File: src/hdl/rftd_consts.svh
`ifndef RFTD_CONSTS_SVH
`define RFTD_CONSTS_SVH

// Register offsets
`define RFTD_OFS_DRIVER_MODE 8'h28
`define RFTD_OFS_TRANSMIT_AMPLITUDE 8'h29
`define RFTD_OFS_TRANSMIT_CONTROL 8'h2A
`define RFTD_OFS_TRANSMIT_LOAD_OVERSHOOT 8'h2B

// Reset values
`define RFTD_RST_DRIVER_MODE 8'h00
`define RFTD_RST_TRANSMIT_AMPLITUDE 8'h00
`define RFTD_RST_TRANSMIT_CONTROL 8'h00
`define RFTD_RST_TRANSMIT_LOAD_OVERSHOOT 8'h00

// Writable bit masks, reserved bits stay zero
`define RFTD_MASK_DRIVER_MODE 8'hCF
`define RFTD_MASK_TRANSMIT_AMPLITUDE 8'hDF

// Driver mode fields
`define RFTD_BIT_SECOND_PIN_INVERT 7
`define RFTD_BIT_FIRST_PIN_INVERT 6
`define RFTD_BIT_DRIVER_PINS_ENABLE 3
`define RFTD_POS_DRIVE_STYLE 0

// Transmit amplitude fields
`define RFTD_POS_LEVEL_REDUCTION 6
`define RFTD_POS_RESIDUAL 0

// Transmit control fields
`define RFTD_POS_OVERSHOOT_EXTRA 4
`define RFTD_BIT_CARRIER_MAX 3
`define RFTD_BIT_MODULATION_INVERT 2
`define RFTD_POS_MODULATION_SOURCE 0

// Load and overshoot fields
`define RFTD_POS_OVERSHOOT_FIRST 4
`define RFTD_POS_LOAD_TRIM 0

// Carrier level reduction below the driver supply, in millivolts
`define RFTD_DROP_MV_0 10'h064
`define RFTD_DROP_MV_1 10'h0FA
`define RFTD_DROP_MV_2 10'h1F4
`define RFTD_DROP_MV_3 10'h3E8
`define RFTD_DROP_MV_NONE 10'h000

// Output drive style codes
`define RFTD_STYLE_HIGH_Z 3'h0
`define RFTD_STYLE_FIXED_LOW 3'h1
`define RFTD_STYLE_FIXED_HIGH 3'h2
`define RFTD_STYLE_BAD_A 3'h3
`define RFTD_STYLE_PUSH_PULL 3'h4
`define RFTD_STYLE_OPEN_DRAIN 3'h5
`define RFTD_STYLE_BAD_B 3'h6
`define RFTD_STYLE_PUSH_PULL_ALT 3'h7

// Modulation source codes
`define RFTD_SRC_NONE 2'h0
`define RFTD_SRC_ENVELOPE 2'h1
`define RFTD_SRC_EXTERNAL 2'h2
`define RFTD_SRC_RESERVED 2'h3

`endif

File: src/hdl/rftd_pkg.sv
package rftd_pkg;

  // Register port request
  typedef struct packed {
    logic [7:0] addr;
    logic [7:0] wdata;
    logic wr;
    logic rd;
  } rftd_req_t;

  // Settings handed to the analog driver stage
  typedef struct packed {
    logic [1:0] carrier_level_reduction;
    logic carrier_max;
    logic [9:0] drop_mv;
    logic [4:0] residual_carrier;
    logic [3:0] overshoot_first_value;
    logic [3:0] overshoot_extra_length;
    logic [3:0] load_current_trim;
  } rftd_analog_t;

  // Overshoot extension states
  typedef enum logic {RFTD_OVS_IDLE, RFTD_OVS_EXTEND} rftd_ovs_state_t;

endpackage

File: src/hdl/rftd_driver_pin.sv
`timescale 1ns/1ps
`include "rftd_consts.svh"
module rftd_driver_pin (
  // Clock and control
  input wire logic sys_clk,
  input wire logic rst,
  input wire logic clk_en,
  // Settings
  input wire logic pin_enable,
  input wire logic pin_invert,
  input wire logic [2:0] drive_style,
  // Carrier to drive
  input wire logic raw,
  // Pin drive
  output logic pin_out,
  output logic pin_oe
);

  logic out_q;
  logic out_d;
  logic oe_q;
  logic oe_d;
  logic level;

  // Pin level and enable from style, invert and enable
  always_comb
  begin
    level = raw ^ pin_invert;
    out_d = 1'b0;
    oe_d = 1'b0;
    if (pin_enable)
    begin
      case (drive_style)
        `RFTD_STYLE_FIXED_LOW:
        begin
          oe_d = 1'b1;
        end
        `RFTD_STYLE_FIXED_HIGH:
        begin
          out_d = 1'b1;
          oe_d = 1'b1;
        end
        `RFTD_STYLE_PUSH_PULL, `RFTD_STYLE_PUSH_PULL_ALT:
        begin
          out_d = level;
          oe_d = 1'b1;
        end
        `RFTD_STYLE_OPEN_DRAIN:
        begin
          oe_d = ~level; // Only pulls low
        end
        default:
        begin
          oe_d = 1'b0; // High impedance and unsupported codes
        end
      endcase
    end
    if (!clk_en)
    begin
      out_d = out_q;
      oe_d = oe_q;
    end
  end

  // Pin registers
  always_ff @(posedge sys_clk)
  begin
    if (rst)
    begin
      out_q <= 1'b0;
      oe_q <= 1'b0;
    end
    else
    begin
      out_q <= out_d;
      oe_q <= oe_d;
    end
  end

  assign pin_out = out_q;
  assign pin_oe = oe_q;
endmodule

File: src/hdl/rftd_sync.sv
`timescale 1ns/1ps
module rftd_sync #(
  parameter int WIDTH = 2
) (
  // Clock and control
  input wire logic sys_clk,
  input wire logic rst,
  input wire logic clk_en,
  // Asynchronous inputs and their synchronised copies
  input wire logic [WIDTH-1:0] async_in,
  output logic [WIDTH-1:0] sync_out
);

  logic [WIDTH-1:0] meta_q;
  logic [WIDTH-1:0] meta_d;
  logic [WIDTH-1:0] sync_q;
  logic [WIDTH-1:0] sync_d;

  // Next values of the two stages
  always_comb
  begin
    meta_d = clk_en ? async_in : meta_q;
    sync_d = clk_en ? meta_q : sync_q;
  end

  // Two flip-flop stages
  always_ff @(posedge sys_clk)
  begin
    if (rst)
    begin
      meta_q <= '0;
      sync_q <= '0;
    end
    else
    begin
      meta_q <= meta_d;
      sync_q <= sync_d;
    end
  end

  assign sync_out = sync_q;

endmodule

File: src/hdl/rftd_top.sv
// Function
// Bit 7 inverts second driver pin
// Bit 6 inverts first driver pin
// Bit 3 enables both driver pins
// Style field picks drive; 011b, 110b unsupported
// Maximum bit overrides carrier level reduction
// Reduction codes mean 100/250/500/1000 mV
// Residual carrier from amplitude bits 4..0
// Extra overshoot modulation, carrier cycles, bits 7..4
// Control bit 2 inverts chosen modulation
// Source select: none, envelope, external, reserved
// Load bits 7..4 give first overshoot value
// Load bits 3..0 give load current trim
// Reserved bits read zero, ignore writes
`timescale 1ns/1ps
`include "rftd_consts.svh"
module rftd_top (
  // Clock, reset, enable
  input wire logic sys_clk,
  input wire logic rst,
  input wire logic clk_en,
  // Register port
  input wire rftd_pkg::rftd_req_t reg_req,
  output logic [7:0] reg_rdata,
  // Modulation and carrier inputs
  input wire logic internal_envelope,
  input wire logic external_signal_input,
  input wire logic carrier_in,
  // Driver pins
  output logic first_driver_pin_out,
  output logic first_driver_pin_oe,
  output logic second_driver_pin_out,
  output logic second_driver_pin_oe,
  // Analog stage settings and modulation
  output rftd_pkg::rftd_analog_t analog_cfg,
  output logic modulation_out
);
  import rftd_pkg::*;

  // ----------------------------------------
  // Register file
  // ----------------------------------------
  logic [7:0] mode_q;
  logic [7:0] mode_d;
  logic [7:0] amp_q;
  logic [7:0] amp_d;
  logic [7:0] ctrl_q;
  logic [7:0] ctrl_d;
  logic [7:0] load_q;
  logic [7:0] load_d;
  logic [7:0] rdata_q;
  logic [7:0] rdata_d;

  // Read mux shared by the read path
  function automatic logic [7:0] reg_read(input logic [7:0] addr, input logic [7:0] m,
                                          input logic [7:0] a, input logic [7:0] c,
                                          input logic [7:0] l);
    case (addr)
      `RFTD_OFS_DRIVER_MODE: reg_read = m;
      `RFTD_OFS_TRANSMIT_AMPLITUDE: reg_read = a;
      `RFTD_OFS_TRANSMIT_CONTROL: reg_read = c;
      `RFTD_OFS_TRANSMIT_LOAD_OVERSHOOT: reg_read = l;
      default: reg_read = 8'h00;
    endcase
  endfunction

  // Register writes and read data
  always_comb
  begin
    mode_d = mode_q;
    amp_d = amp_q;
    ctrl_d = ctrl_q;
    load_d = load_q;
    rdata_d = clk_en ? 8'h00 : rdata_q; // Frozen read data holds
    if (clk_en && reg_req.wr)
    begin
      case (reg_req.addr)
        `RFTD_OFS_DRIVER_MODE: mode_d = reg_req.wdata & `RFTD_MASK_DRIVER_MODE;
        `RFTD_OFS_TRANSMIT_AMPLITUDE:
          amp_d = reg_req.wdata & `RFTD_MASK_TRANSMIT_AMPLITUDE;
        `RFTD_OFS_TRANSMIT_CONTROL: ctrl_d = reg_req.wdata;
        `RFTD_OFS_TRANSMIT_LOAD_OVERSHOOT: load_d = reg_req.wdata;
        default: mode_d = mode_q;
      endcase
    end
    if (clk_en && reg_req.rd)
    begin
      rdata_d = reg_read(reg_req.addr, mode_q, amp_q, ctrl_q, load_q);
    end
  end

  always_ff @(posedge sys_clk)
  begin
    if (rst)
    begin
      mode_q <= `RFTD_RST_DRIVER_MODE;
      amp_q <= `RFTD_RST_TRANSMIT_AMPLITUDE;
      ctrl_q <= `RFTD_RST_TRANSMIT_CONTROL;
      load_q <= `RFTD_RST_TRANSMIT_LOAD_OVERSHOOT;
      rdata_q <= 8'h00;
    end
    else
    begin
      mode_q <= mode_d;
      amp_q <= amp_d;
      ctrl_q <= ctrl_d;
      load_q <= load_d;
      rdata_q <= rdata_d;
    end
  end

  assign reg_rdata = rdata_q;

  // Field views
  wire logic second_pin_invert = mode_q[`RFTD_BIT_SECOND_PIN_INVERT];
  wire logic first_pin_invert = mode_q[`RFTD_BIT_FIRST_PIN_INVERT];
  wire logic driver_pins_enable = mode_q[`RFTD_BIT_DRIVER_PINS_ENABLE];
  wire logic [2:0] output_drive_style = mode_q[`RFTD_POS_DRIVE_STYLE +: 3];
  wire logic [1:0] carrier_level_reduction = amp_q[`RFTD_POS_LEVEL_REDUCTION +: 2];
  wire logic [4:0] residual_carrier = amp_q[`RFTD_POS_RESIDUAL +: 5];
  wire logic [3:0] overshoot_extra_length = ctrl_q[`RFTD_POS_OVERSHOOT_EXTRA +: 4];
  wire logic carrier_max = ctrl_q[`RFTD_BIT_CARRIER_MAX];
  wire logic modulation_invert = ctrl_q[`RFTD_BIT_MODULATION_INVERT];
  wire logic [1:0] modulation_source_select = ctrl_q[`RFTD_POS_MODULATION_SOURCE +: 2];
  wire logic [3:0] overshoot_first_value = load_q[`RFTD_POS_OVERSHOOT_FIRST +: 4];
  wire logic [3:0] load_current_trim = load_q[`RFTD_POS_LOAD_TRIM +: 4];

  // ----------------------------------------
  // Analog settings
  // ----------------------------------------
  rftd_analog_t cfg_q;
  rftd_analog_t cfg_d;

  // Offset below the driver supply for a reduction code
  function automatic logic [9:0] drop_of(input logic [1:0] code);
    case (code)
      2'h0: drop_of = `RFTD_DROP_MV_0;
      2'h1: drop_of = `RFTD_DROP_MV_1;
      2'h2: drop_of = `RFTD_DROP_MV_2;
      default: drop_of = `RFTD_DROP_MV_3;
    endcase
  endfunction

  // Settings image, maximum level cancels the reduction
  always_comb
  begin
    cfg_d = cfg_q;
    if (clk_en)
    begin
      cfg_d.carrier_level_reduction = carrier_level_reduction;
      cfg_d.carrier_max = carrier_max;
      cfg_d.drop_mv = carrier_max ? `RFTD_DROP_MV_NONE
        : drop_of(carrier_level_reduction);
      cfg_d.residual_carrier = residual_carrier;
      cfg_d.overshoot_first_value = overshoot_first_value;
      cfg_d.overshoot_extra_length = overshoot_extra_length;
      cfg_d.load_current_trim = load_current_trim;
    end
  end

  always_ff @(posedge sys_clk)
  begin
    if (rst)
      cfg_q <= '0;
    else
      cfg_q <= cfg_d;
  end

  assign analog_cfg = cfg_q;

  // ----------------------------------------
  // Modulation path
  // ----------------------------------------
  logic [1:0] pins_sync;

  rftd_sync #(.WIDTH(2)) u_sync (
    .sys_clk(sys_clk),
    .rst(rst),
    .clk_en(clk_en),
    .async_in({external_signal_input, carrier_in}),
    .sync_out(pins_sync)
  );

  wire logic ext_sync = pins_sync[1];
  wire logic carrier_sync = pins_sync[0];

  logic mod_sel_q;
  logic mod_sel_d;
  logic carrier_prev_q;
  logic carrier_prev_d;
  logic [3:0] ovs_cnt_q;
  logic [3:0] ovs_cnt_d;
  rftd_ovs_state_t ovs_q;
  rftd_ovs_state_t ovs_d;
  logic mod_out_q;
  logic mod_out_d;
  logic carrier_rise;

  // Source choice, inversion and overshoot extension after a falling edge
  always_comb
  begin
    mod_sel_d = mod_sel_q;
    carrier_prev_d = carrier_prev_q;
    ovs_cnt_d = ovs_cnt_q;
    ovs_d = ovs_q;
    mod_out_d = mod_out_q;
    carrier_rise = carrier_sync & ~carrier_prev_q;
    if (clk_en)
    begin
      case (modulation_source_select)
        `RFTD_SRC_ENVELOPE: mod_sel_d = internal_envelope ^ modulation_invert;
        `RFTD_SRC_EXTERNAL: mod_sel_d = ext_sync ^ modulation_invert;
        default: mod_sel_d = 1'b0;
      endcase
      carrier_prev_d = carrier_sync;
      case (ovs_q)
        RFTD_OVS_IDLE:
        begin
          if (mod_sel_q && !mod_sel_d && overshoot_extra_length != 4'h0)
          begin
            ovs_d = RFTD_OVS_EXTEND;
            ovs_cnt_d = 4'h0;
          end
        end
        RFTD_OVS_EXTEND:
        begin
          if (mod_sel_d || ovs_cnt_q >= overshoot_extra_length)
            ovs_d = RFTD_OVS_IDLE;
          else if (carrier_rise)
            ovs_cnt_d = ovs_cnt_q + 4'h1;
        end
        default: ovs_d = RFTD_OVS_IDLE;
      endcase
      mod_out_d = mod_sel_d | (ovs_d == RFTD_OVS_EXTEND);
    end
  end

  always_ff @(posedge sys_clk)
  begin
    if (rst)
    begin
      mod_sel_q <= 1'b0;
      carrier_prev_q <= 1'b0;
      ovs_cnt_q <= 4'h0;
      ovs_q <= RFTD_OVS_IDLE;
      mod_out_q <= 1'b0;
    end
    else
    begin
      mod_sel_q <= mod_sel_d;
      carrier_prev_q <= carrier_prev_d;
      ovs_cnt_q <= ovs_cnt_d;
      ovs_q <= ovs_d;
      mod_out_q <= mod_out_d;
    end
  end

  assign modulation_out = mod_out_q;

  // ----------------------------------------
  // Driver pins
  // ----------------------------------------
  logic [1:0] pin_inv;
  logic [1:0] pin_out;
  logic [1:0] pin_oe;

  assign pin_inv = {second_pin_invert, first_pin_invert};

  // One driver per pin, one enable for both
  genvar gi;
  generate
    for (gi = 0; gi < 2; gi++)
    begin : g_pin
      rftd_driver_pin u_pin (
        .sys_clk(sys_clk),
        .rst(rst),
        .clk_en(clk_en),
        .pin_enable(driver_pins_enable),
        .pin_invert(pin_inv[gi]),
        .drive_style(output_drive_style),
        .raw(carrier_sync),
        .pin_out(pin_out[gi]),
        .pin_oe(pin_oe[gi])
      );
    end
  endgenerate

  assign first_driver_pin_out = pin_out[0];
  assign first_driver_pin_oe = pin_oe[0];
  assign second_driver_pin_out = pin_out[1];
  assign second_driver_pin_oe = pin_oe[1];

  // ----------------------------------------
  // Assertions
  // ----------------------------------------
  wire logic [4:0] wdata_res = reg_req.wdata[4:0];
endmodule

File: config.mk
export PLATFORM = sky130hd
export DESIGN_NAME = rftd_top
export DESIGN_NICKNAME = d
export VERILOG_FILES = /design/src/hdl/rftd_pkg.sv /design/src/hdl/rftd_driver_pin.sv /design/src/hdl/rftd_sync.sv /design/src/hdl/rftd_top.sv
export VERILOG_INCLUDE_DIRS = /design/src /design/src/hdl
export SDC_FILE = /design/constraint.sdc
export NUM_CORES = 1
export LEC_CHECK = 0
export BUFFER_PORTS_ARGS = -buffer_cell sky130_fd_sc_hd__buf_2
export CAP_MARGIN = 20
export CELL_PAD_IN_SITES_DETAIL_PLACEMENT = 0
export CELL_PAD_IN_SITES_GLOBAL_PLACEMENT = 2
export CORE_MARGIN = 1.5
export CORE_UTILIZATION = 34
export DETAILED_ROUTE_END_ITERATION = 16
export PLACE_DENSITY_LB_ADDON = 0.08
export SLEW_MARGIN = 40
export SYNTH_ARGS = -nofsm -noshare
export SYNTH_HDL_FRONTEND = slang
export SYNTH_SLANG_ARGS = --single-unit
File: constraint.sdc
create_clock -name sys_clk -period 2.65 [get_ports sys_clk]
set_input_delay 0.1325 -clock sys_clk [delete_from_list [all_inputs] [get_ports sys_clk]]
set_output_delay 0.1325 -clock sys_clk [all_outputs]
set_load 0.05 [all_outputs]
# Word level (Yosys, flattened, before mapping)
# Index checks and enable logic that the tools add are counted.
dict set report word_totals {
  ff_bits 83
  latchBits 0
  mem_bits_rw 0
  mem_bits_ro 0
  in_bits 24
  output_inout_bits 43
  word_cells 90
  mem_count 0
}
dict set report op_classes {
  addsub 1
  mul 0
  div_mod_pow 0
  magnitude_cmp 1
  n_eq_ne 16
  shifts 0
  n_mux 23
  n_bitwise 10
  n_reduce_logical 16
}
# operator count
set op_table {}
lappend op_table {{8-bit by 6-bit equality test with 1-bit output (second input constant)} 4}
lappend op_table {{8-bit one-hot mux with 4 select lines} 1}
lappend op_table {{10-bit one-hot mux with 3 select lines} 1}
lappend op_table {{8-bit 2-to-1 mux} 2}
lappend op_table {{4-bit 2-to-1 mux} 3}
lappend op_table {{1-bit one-hot mux with 2 select lines} 6}
lappend op_table {{10-bit 2-to-1 mux} 1}
lappend op_table {{3-bit equality test (second input constant)} 3}
lappend op_table {{1-bit 2-to-1 mux} 8}
lappend op_table {{4-bit one-hot mux with 2 select lines} 1}
lappend op_table {{2-bit AND reduction} 4}
lappend op_table {{4-bit by 1-bit adder with 4-bit output (second input constant)} 1}
lappend op_table {{2-bit by 1-bit equality test with 1-bit output (second input constant)} 2}
lappend op_table {{2-bit equality test (second input constant)} 2}
lappend op_table {{4-bit greater-or-equal comparator} 1}
lappend op_table {{1-bit logical AND} 4}
lappend op_table {{2-bit inequality test (second input constant)} 2}
lappend op_table {{1-bit NOT} 4}
lappend op_table {{4-bit AND reduction} 1}
lappend op_table {{4-bit nonzero test} 1}
lappend op_table {{4-bit OR reduction} 1}
lappend op_table {{1-bit XOR} 4}
lappend op_table {{3-bit by 1-bit equality test with 1-bit output (second input constant)} 1}
lappend op_table {{3-bit by 2-bit equality test with 1-bit output (second input constant)} 1}
lappend op_table {{8 further kinds} 8}

# Logic depth before layout (Yosys ltp)
# Gate-level depths: netlist (run 1).
dict set report depth {
  word_depth 10
  depth_mapped 7
  ltp_nobuf 7
}

# By module
# A second synthesis (run 1) with hierarchy kept.
dict set report unflattened {
  hier_cells 363
  area_unflattened_um2 3540.9
}
# module n_inst cells_each area_per_inst_um2
set by_module_without_submodules {}
lappend by_module_without_submodules {rftd_top 1 322 3123.0}
lappend by_module_without_submodules {rftd_driver_pin 2 14 138.9}
lappend by_module_without_submodules {rftd_sync 1 13 140.1}

# Worst setup path after synthesis (run 1)
# OpenSTA, ideal clock, no wires.
dict set report synth_path {
  path_kind {reg2reg}
  startpoint {register ovs_cnt_q[0]}
  endpoint {register ovs_cnt_q[2]}
  setup_ns 0.074
  t_arrival_ns 2.016
  required_ns 2.576
  path_slack_ns 0.559
  path_stages_with_launch 8
  synth_period_minus_slack_ns 2.091
  cell_sequence {dfxtp_1 > inv_1 > ha_1 > or3b_1 > a211oi_2 > o211ai_2 > or4_1 > a31oi_1}
}
dict set report synth_via {
  elab_chain_cells 4
}
# element line_no
set synth_rtl {}
lappend synth_rtl {{start: declaration} rftd_top.sv:191} ;# logic [3:0] ovs_cnt_q;
lappend synth_rtl {{start signal: assignment} rftd_top.sv:252} ;# ovs_cnt_q <= ovs_cnt_d;
lappend synth_rtl {{4-bit by 1-bit adder with 4-bit output or 4-bit greater-or-equal comparator (tied branches)} {rftd_top.sv:230, rftd_top.sv:227}}
lappend synth_rtl {{4-bit 2-to-1 mux or 1-bit logical OR (tied branches)} {rftd_top.sv:229, rftd_top.sv:227}}
lappend synth_rtl {{4-bit 2-to-1 mux or 2-bit inequality test (tied branches)} --}
lappend synth_rtl {{4-bit one-hot mux with 2 select lines or 4-bit AND reduction (tied branches)} --}
# Several ways; a longest one is shown, not always the timed one. The select of a mux whose other input is x is not followed.
# A chain may end at the register's enable or synchronous reset.

# Worst setup path after layout (run 1)
# Ends and elaborated chain as after synthesis.

==> impl_metrics.json, run 1 <==
{
  "status": "finished, final reports clean",
  "gp_congestion": 0.7314,
  "setup_tns_ps": 0,
  "netlist_instances": 354,
  "clkTransAtPathRegs_ps": 80,
  "yosys.area.top_type": "dfxtp_1",
  "antenna_found_initial": 0,
  "ir_worst_vdd_v": 0.0002732,
  "max-clock-path-buffers": 2,
  "r2r_slack_ps": 360,
  "postSynth.asyncResetShare_pct": 0,
  "drcViolationCount": 0,
  "root_buffer": "clkbuf_8",
  "worstSetupPathType": "reg -> reg",
  "cts_sinks": 81,
  "ys_top_cells_by_area": "dfxtp_1 47%, mux2i_1 16%, nor2_1 8.1%",
  "drive_gt1_share_pct": 23.02,
  "end_kind": "flip-flop",
  "floorplan.die.height_um": 104.0,
  "regToRegEndpoint": "ovs_cnt_q[2]$_SDFFE_PP0P_",
  "ys_seq_area_share_pct": 46.72,
  "numCtsBuffers": 9,
  "crit_family": "simple AND/OR/NAND/NOR gates",
  "synth_top_cell_area_share_pct": 46.72,
  "period_minus_slack_ps": 2286,
  "maxSlewViolCount": 0,
  "critPathRequiredTime_ps": 2930,
  "cts_tree": "built",
  "final_util_pct": 41.56,
  "wl_um": 8437,
  "worst_pin_slew_ps": 599.6,
  "routedWlPerCell_um": 15.34,
  "yosys_warnings": 0,
  "cts-resized-gates": 0,
  "coreArea_mm2": 0.009819,
  "ys_seq_elements": 81,
  "htreeDepth": 3,
  "fmax_ghz": 0.4374,
  "ant_nets": 0,
  "relSlewSlack_pct": 60.03,
  "crit_fanout": 6,
  "io_buffers": 65,
  "clk_latency_ps": 360,
  "io_pins": 67,
  "setup_viol": 0,
  "grt_pass1_wl_um": 13680,
  "drt_iter0_markers": 89,
  "die_w_um": 104.0,
  "initial_utilization_pct": 35.35,
  "startpoint_type": "flip-flop",
  "antenna_cells": 0,
  "dr_total_vias": 2652,
  "cp_slowest_cell": "or4_1",
  "hp-start": "carrier_in",
  "dp.final_hpwl_um": 5763,
  "worstPathBufferInverterCount": 1,
  "syn_to_final_growth_pct": 17.59,
  "powerDensity_mw_per_mm2": 528.6,
  "crit_path_cell_trace": "inv_1 -> ha_1 -> or3b_1 -> a211oi_2 -> o211ai_2 -> or4_1 -> a31oi_1",
  "critical_path.max_stage_delay_ps": 510,
  "dieArea_mm2": 0.01082,
  "rr_worst_depth": 7,
  "avgSynthCellArea_um2": 9.805,
  "min_period_over_period_pct": 86.27,
  "reg2reg_from": "ovs_cnt_q[0]$_SDFFE_PP0P_",
  "grt_pass1_vias": 2570,
  "synth_common_cells": "81 x dfxtp_1, 75 x nor2_1, 56 x mux2i_1",
  "min_to": "u_sync.meta_q[0]$_SDFFE_PP0P_",
  "yosys.cell_types.count": 47,
  "skew_ps": 12.12,
  "yosysMostFrequentCell": "dfxtp_1",
  "dr.pass1.iters": 4,
  "whs_path_depth": 3,
  "ys.flop_type": "dfxtp_1",
  "arrival_ps": 2570,
  "drv_cap": 0,
  "synth_edf_count": 0,
  "grt_overflow": 0,
  "rsz0062_at_grt": "no",
  "hold_viol": 0,
  "rows": 36,
  "grt_util_all_layers_pct": 16.09,
  "synthesis.nets": 388,
  "netlist_area_mm2": 0.003471,
  "nets": 446,
  "hold_path.class": "in -> reg",
  "vias_per_cell": 4.822,
  "leakagePower_nw": 1.836,
  "grt_max_degree": 78
}
==> how the worst max path moves through the flow <==
stage	end	slack, ps	cells past startpoint	start
5_1_grt	ovs_cnt_q[2]$_SDFFE_PP0P_	250	7	ovs_cnt_q[0]$_SDFFE_PP0P_
3_5_place_dp	ovs_cnt_q[2]$_SDFFE_PP0P_	380	7	ovs_cnt_q[0]$_SDFFE_PP0P_
6_report	ovs_cnt_q[2]$_SDFFE_PP0P_	360	7	ovs_cnt_q[0]$_SDFFE_PP0P_
4_1_cts	ovs_cnt_q[2]$_SDFFE_PP0P_	370	7	ovs_cnt_q[0]$_SDFFE_PP0P_
3_3_place_gp	ovs_cnt_q[2]$_SDFFE_PP0P_	420	7	ovs_cnt_q[0]$_SDFFE_PP0P_
2_1_floorplan	ovs_cnt_q[2]$_SDFFE_PP0P_	560	7	ovs_cnt_q[0]$_SDFFE_PP0P_
==> kinds of logic after synthesis <==
logic type / share of synthesized area [%]
XOR/XNOR: 0.7572
other: 0.1080
flip-flops: 46.72
buffers and inverters: 4.362
AND/OR/NAND/NOR: 14.02
adder cells (fa/ha/maj): 3.605
multiplexers: 20.37
AO/OA/AOI/OAI: 10.06
==> routing by layer <==
layer  vias up  routed length (um)  track usage, %
met5         -                   0               0
met4         0                 148           5.853
met3        10                 306           4.323
met2        45                3982           25.88
met1      1257                3999           20.67
li1       1340                   -               -
==> power breakdown <==
group / switching (mW) / internal (mW)
sequential: 0.00491 / 1.22
combinational: 0.0842 / 0.0408
clock: 0.463 / 0.342
total: 0.552 / 1.61
==> state kept, by name, indices dropped and copies added (netlist names) <==
signal,flops
mod_sel_q,1
carrier_prev_q,1
mode_q,6
analog_cfg,28
g_pin.u_pin.pin_oe,2
ctrl_q,8
modulation_out,1
load_q,8
g_pin.u_pin.pin_out,2
amp_q,7
ovs_cnt_q,4
u_sync.meta_q,2
reg_rdata,8
ovs_q,1
u_sync.sync_out,2
==> cell type report <==
cell class                 count  area, um2
fill                        1052       5738
multi-input combinational    236       1698
sequential                    81       1622
timing repair buffer          71      376.6
tap                          133      166.4
clock buffer                  10      127.6
inverter                      13      48.80
clock inverter                 6      42.54
==> what timing repair did <==
| item | CTS | global route |
|---|---|---|
| hold buffers | 1 | 0 |
| hold endpoints to repair | 1 | 0 |
| setup buffers | 0 | 0 |
==> cell usage in the layout, fill, tap and decap left out, types with 2 or more instances in the layout <==
cell type	instances
a31oi_1	2
buf_4	4
a22oi_1	11
ha_1	10
clkinvlp_4	2
clkinv_2	2
a21o_1	2
nor3b_1	2
dfxtp_1	81
nand4_1	2
o21ai_0	9
buf_2	65
nor3_1	2
a32o_1	2
o2bb2ai_1	3
mux4_2	6
nand2b_1	2
nor2b_1	2
nor2_1	75
o211a_1	2
nand3_1	4
xor2_1	3
inv_1	13
nand2_1	10
and3_1	4
clkbuf_8	9
a21oi_1	7
mux2i_1	56
==> stage by stage <==
stage	total power [mW]	worst slack, ps	hold WS, ps	instance area (um2)	instances
6_report	2.157	363.9	15.39	4081	550
5_1_grt	2.260	249.1	20.86	4081	550
4_1_cts	2.197	368.4	6.460	4078	550
3_5_place_dp	1.383	381.9	380.3	3897	533
3_3_place_gp	1.383	419.1	368.9	3897	533
2_1_floorplan	1.339	559.5	276.4	3471	354
==> tightest hold or removal path, stage by stage <==
cell,delay (ps)
buf_2,80
mux2i_1,50
nor2_1,70
Note: power is estimated with default switching activity, not from simulation.
==> inputs of run 2 (changes only) <==
--- a/config.mk
+++ b/config.mk
@@ -17,4 +17,5 @@
 export SLEW_MARGIN = 40
 export SYNTH_ARGS = -nofsm -noshare
 export SYNTH_HDL_FRONTEND = slang
+export SYNTH_HIERARCHICAL = 1
 export SYNTH_SLANG_ARGS = --single-unit
==> impl_metrics.json, run 2 <==
{
  "antenna_found_initial": 0,
  "setup_viol": 0,
  "synthesis.nets": 397,
  "floorplan.die.height_um": 105.1,
  "startpoint_type": "flip-flop",
  "htreeDepth": 3,
  "cts_setup_buffers": 0,
  "worst_pin_slew_ps": 630.0,
  "ys_seq_area_share_pct": 45.80,
  "swShare_pct": 23.67,
  "grt_util_all_layers_pct": 16.88,
  "grt_max_degree": 41,
  "routedWlPerCell_um": 15.65,
  "crit_fanout": 6,
  "clkTransAtPathRegs_ps": 90,
  "critical_path.max_stage_delay_ps": 500,
  "max-clock-path-buffers": 2,
  "switchingPower_mw": 0.5749,
  "min_period_over_period_pct": 87.18,
  "io_buffers": 65,
  "internal_power_mw": 1.854,
  "synth_common_cells": "81 x dfxtp_1, 70 x nor2_1, 57 x mux2i_1",
  "rr_worst_depth": 7,
  "hold_viol": 0,
  "ir_worst_vdd_v": 0.0001935,
  "grt_pass1_vias": 2738,
  "coreArea_mm2": 0.01023,
  "p_comb_share_pct": 5.4,
  "clk_latency_ps": 350,
  "initial_utilization_pct": 34.61,
  "nets": 457,
  "power_frac_clock_pct": 44.1,
  "leakagePower_nw": 1.873,
  "netlist_area_mm2": 0.003541,
  "ys_top_cells_by_area": "dfxtp_1 46%, mux2i_1 16%, nor2_1 7.4%",
  "grt_overflow": 0,
  "io_pins": 67,
  "dieArea_mm2": 0.01104,
  "ys_seq_elements": 81,
  "p_seq_share_pct": 50.6,
  "drt_iter0_markers": 79,
  "hold_path.class": "in -> reg",
  "root_buffer": "clkbuf_8",
  "end_kind": "flip-flop",
  "ant_nets": 0,
  "cp_slowest_cell": "or4_1",
  "dr_total_vias": 2757,
  "min_to": "u_sync/meta_q[0]$_SDFFE_PP0P_",
  "syn_to_final_growth_pct": 19.43,
  "yosys.area.top_type": "dfxtp_1",
  "whs_ps": 15.40,
  "die_w_um": 105.1,
  "rows": 37,
  "cts-resized-gates": 0,
  "period_minus_slack_ps": 2310,
  "avgSynthCellArea_um2": 9.755,
  "powerDensity_mw_per_mm2": 574.3,
  "gp_congestion": 0.7872,
  "vias_per_cell": 4.888,
  "reg2reg_from": "ovs_cnt_q[0]$_SDFFE_PP0P_",
  "fmax_ghz": 0.4329,
  "numCtsBuffers": 9,
  "dp.final_hpwl_um": 6267,
  "yosys.cell_types.count": 48,
  "crit_path_cell_trace": "inv_1 -> ha_1 -> or3b_1 -> a211oi_2 -> o211ai_2 -> or4_1 -> a31oi_1",
  "rsz0062_at_grt": "no",
  "regToRegEndpoint": "ovs_cnt_q[2]$_SDFFE_PP0P_",
  "yosysMostFrequentCell": "dfxtp_1",
  "drive_gt1_share_pct": 24.53,
  "critPathRequiredTime_ps": 2930,
  "skew_ps": 9.881,
  "startpoint": "ovs_cnt_q[0]$_SDFFE_PP0P_",
  "whs_path_depth": 3,
  "arrival_ps": 2590,
  "drv_cap": 0,
  "yosys_warnings": 6,
  "cts_tree": "built",
  "r2r_slack_ps": 340,
  "postSynth.asyncResetShare_pct": 0,
  "relSlewSlack_pct": 57.95,
  "cts_sinks": 81,
  "netlist_instances": 363,
  "layout_commonest_cell": "dfxtp_1",
  "hp-start": "carrier_in",
  "status": "finished, final reports clean",
  "dr.pass1.iters": 4,
  "wl_um": 8827,
  "synth_edf_count": 0,
  "setup_tns_ps": 0,
  "antenna_cells": 0,
  "synth_top_cell_area_share_pct": 45.80,
  "ys.flop_type": "dfxtp_1",
  "layout_common_cells": "81 x dfxtp_1, 70 x nor2_1, 65 x buf_2",
  "worstSetupPathType": "reg -> reg",
  "grt_pass1_wl_um": 14460,
  "maxSlewViolCount": 0,
  "largest_reg_flops": 28,
  "drcViolationCount": 0
}
==> run 2: what timing repair did <==
action / CTS / global route
endpoints found under the setup margin: 0 / 0
endpoints found under the hold margin: 1 / 0
hold buffers: 1 / 0
==> run 2: layout make-up <==
type	count	area, um2
sequential	81	1622
timing repair buffer	72	380.4
clock inverter	5	86.33
multi-input combinational	246	1770
fill	1070	6002
tap	136	170.2
inverter	13	48.80
clock buffer	11	151.4
==> run 2: metal layers <==
| layer | vias up | share of wire [%] | track usage [%] |
|---|---|---|---|
| met2 | 57 | 46 | 27.31 |
| met4 | 0 | 1.5 | 6.458 |
| met5 | - | 0 | 0 |
| met1 | 1301 | 49 | 22.60 |
| met3 | 11 | 3.8 | 2.620 |
| li1 | 1388 | - | - |
==> run 2: cell families after synthesis <==
family	count (synthesis)	synth area share [%]
DFF	81	45.80
and+or+nand+nor	124	16.96
xor gates and xnor gates	4	0.9896
other	1	0.1059
muxes	63	19.93
adders and majority gates	10	3.534
buffers and inverters	36	4.205
AOI/OAI and AO/OA	44	8.480
==> run 2: worst max path at each step <==
stage,cells past startpoint,to
final,7,ovs_cnt_q[2]$_SDFFE_PP0P_
after CTS,7,ovs_cnt_q[2]$_SDFFE_PP0P_
after global placement,7,ovs_cnt_q[2]$_SDFFE_PP0P_
after floorplan,7,ovs_cnt_q[2]$_SDFFE_PP0P_
after detailed placement,7,ovs_cnt_q[2]$_SDFFE_PP0P_
after global routing,7,ovs_cnt_q[2]$_SDFFE_PP0P_
==> run 2: critical path: cells and delay by family, from the launching register on <==
family                     cells  cell delay [ps]
adders and majority gates      1              270
AOI/OAI and AO/OA              3              660
and+or+nand+nor                2              870
DFF                            1              380
buffers and inverters          1               80
==> run 2: power by group through the flow <==
stage / sequential, mW / clock (mW) / combinational (mW)
2_1_floorplan: 1.26 / 0 / 0.0749
3_3_place_gp: 1.26 / 0 / 0.133
3_5_place_dp: 1.26 / 0 / 0.132
4_1_cts: 1.23 / 1.11 / 0.133
5_1_grt: 1.23 / 1.16 / 0.143
6_report: 1.23 / 1.07 / 0.131
==> run 2: per-stage QoR <==
stage	power [mW]	worst slack [ps]	util, %	std cells	cell area [um2]
after floorplan	1.340	559.4	-	363	3541
after global placement	1.389	439.8	38.91	547	3981
after detailed placement	1.389	383.7	38.91	547	3981
after CTS	2.468	344.1	41.34	564	4229
after global routing	2.535	227.4	41.34	564	4229
final	2.429	339.8	41.34	564	4229
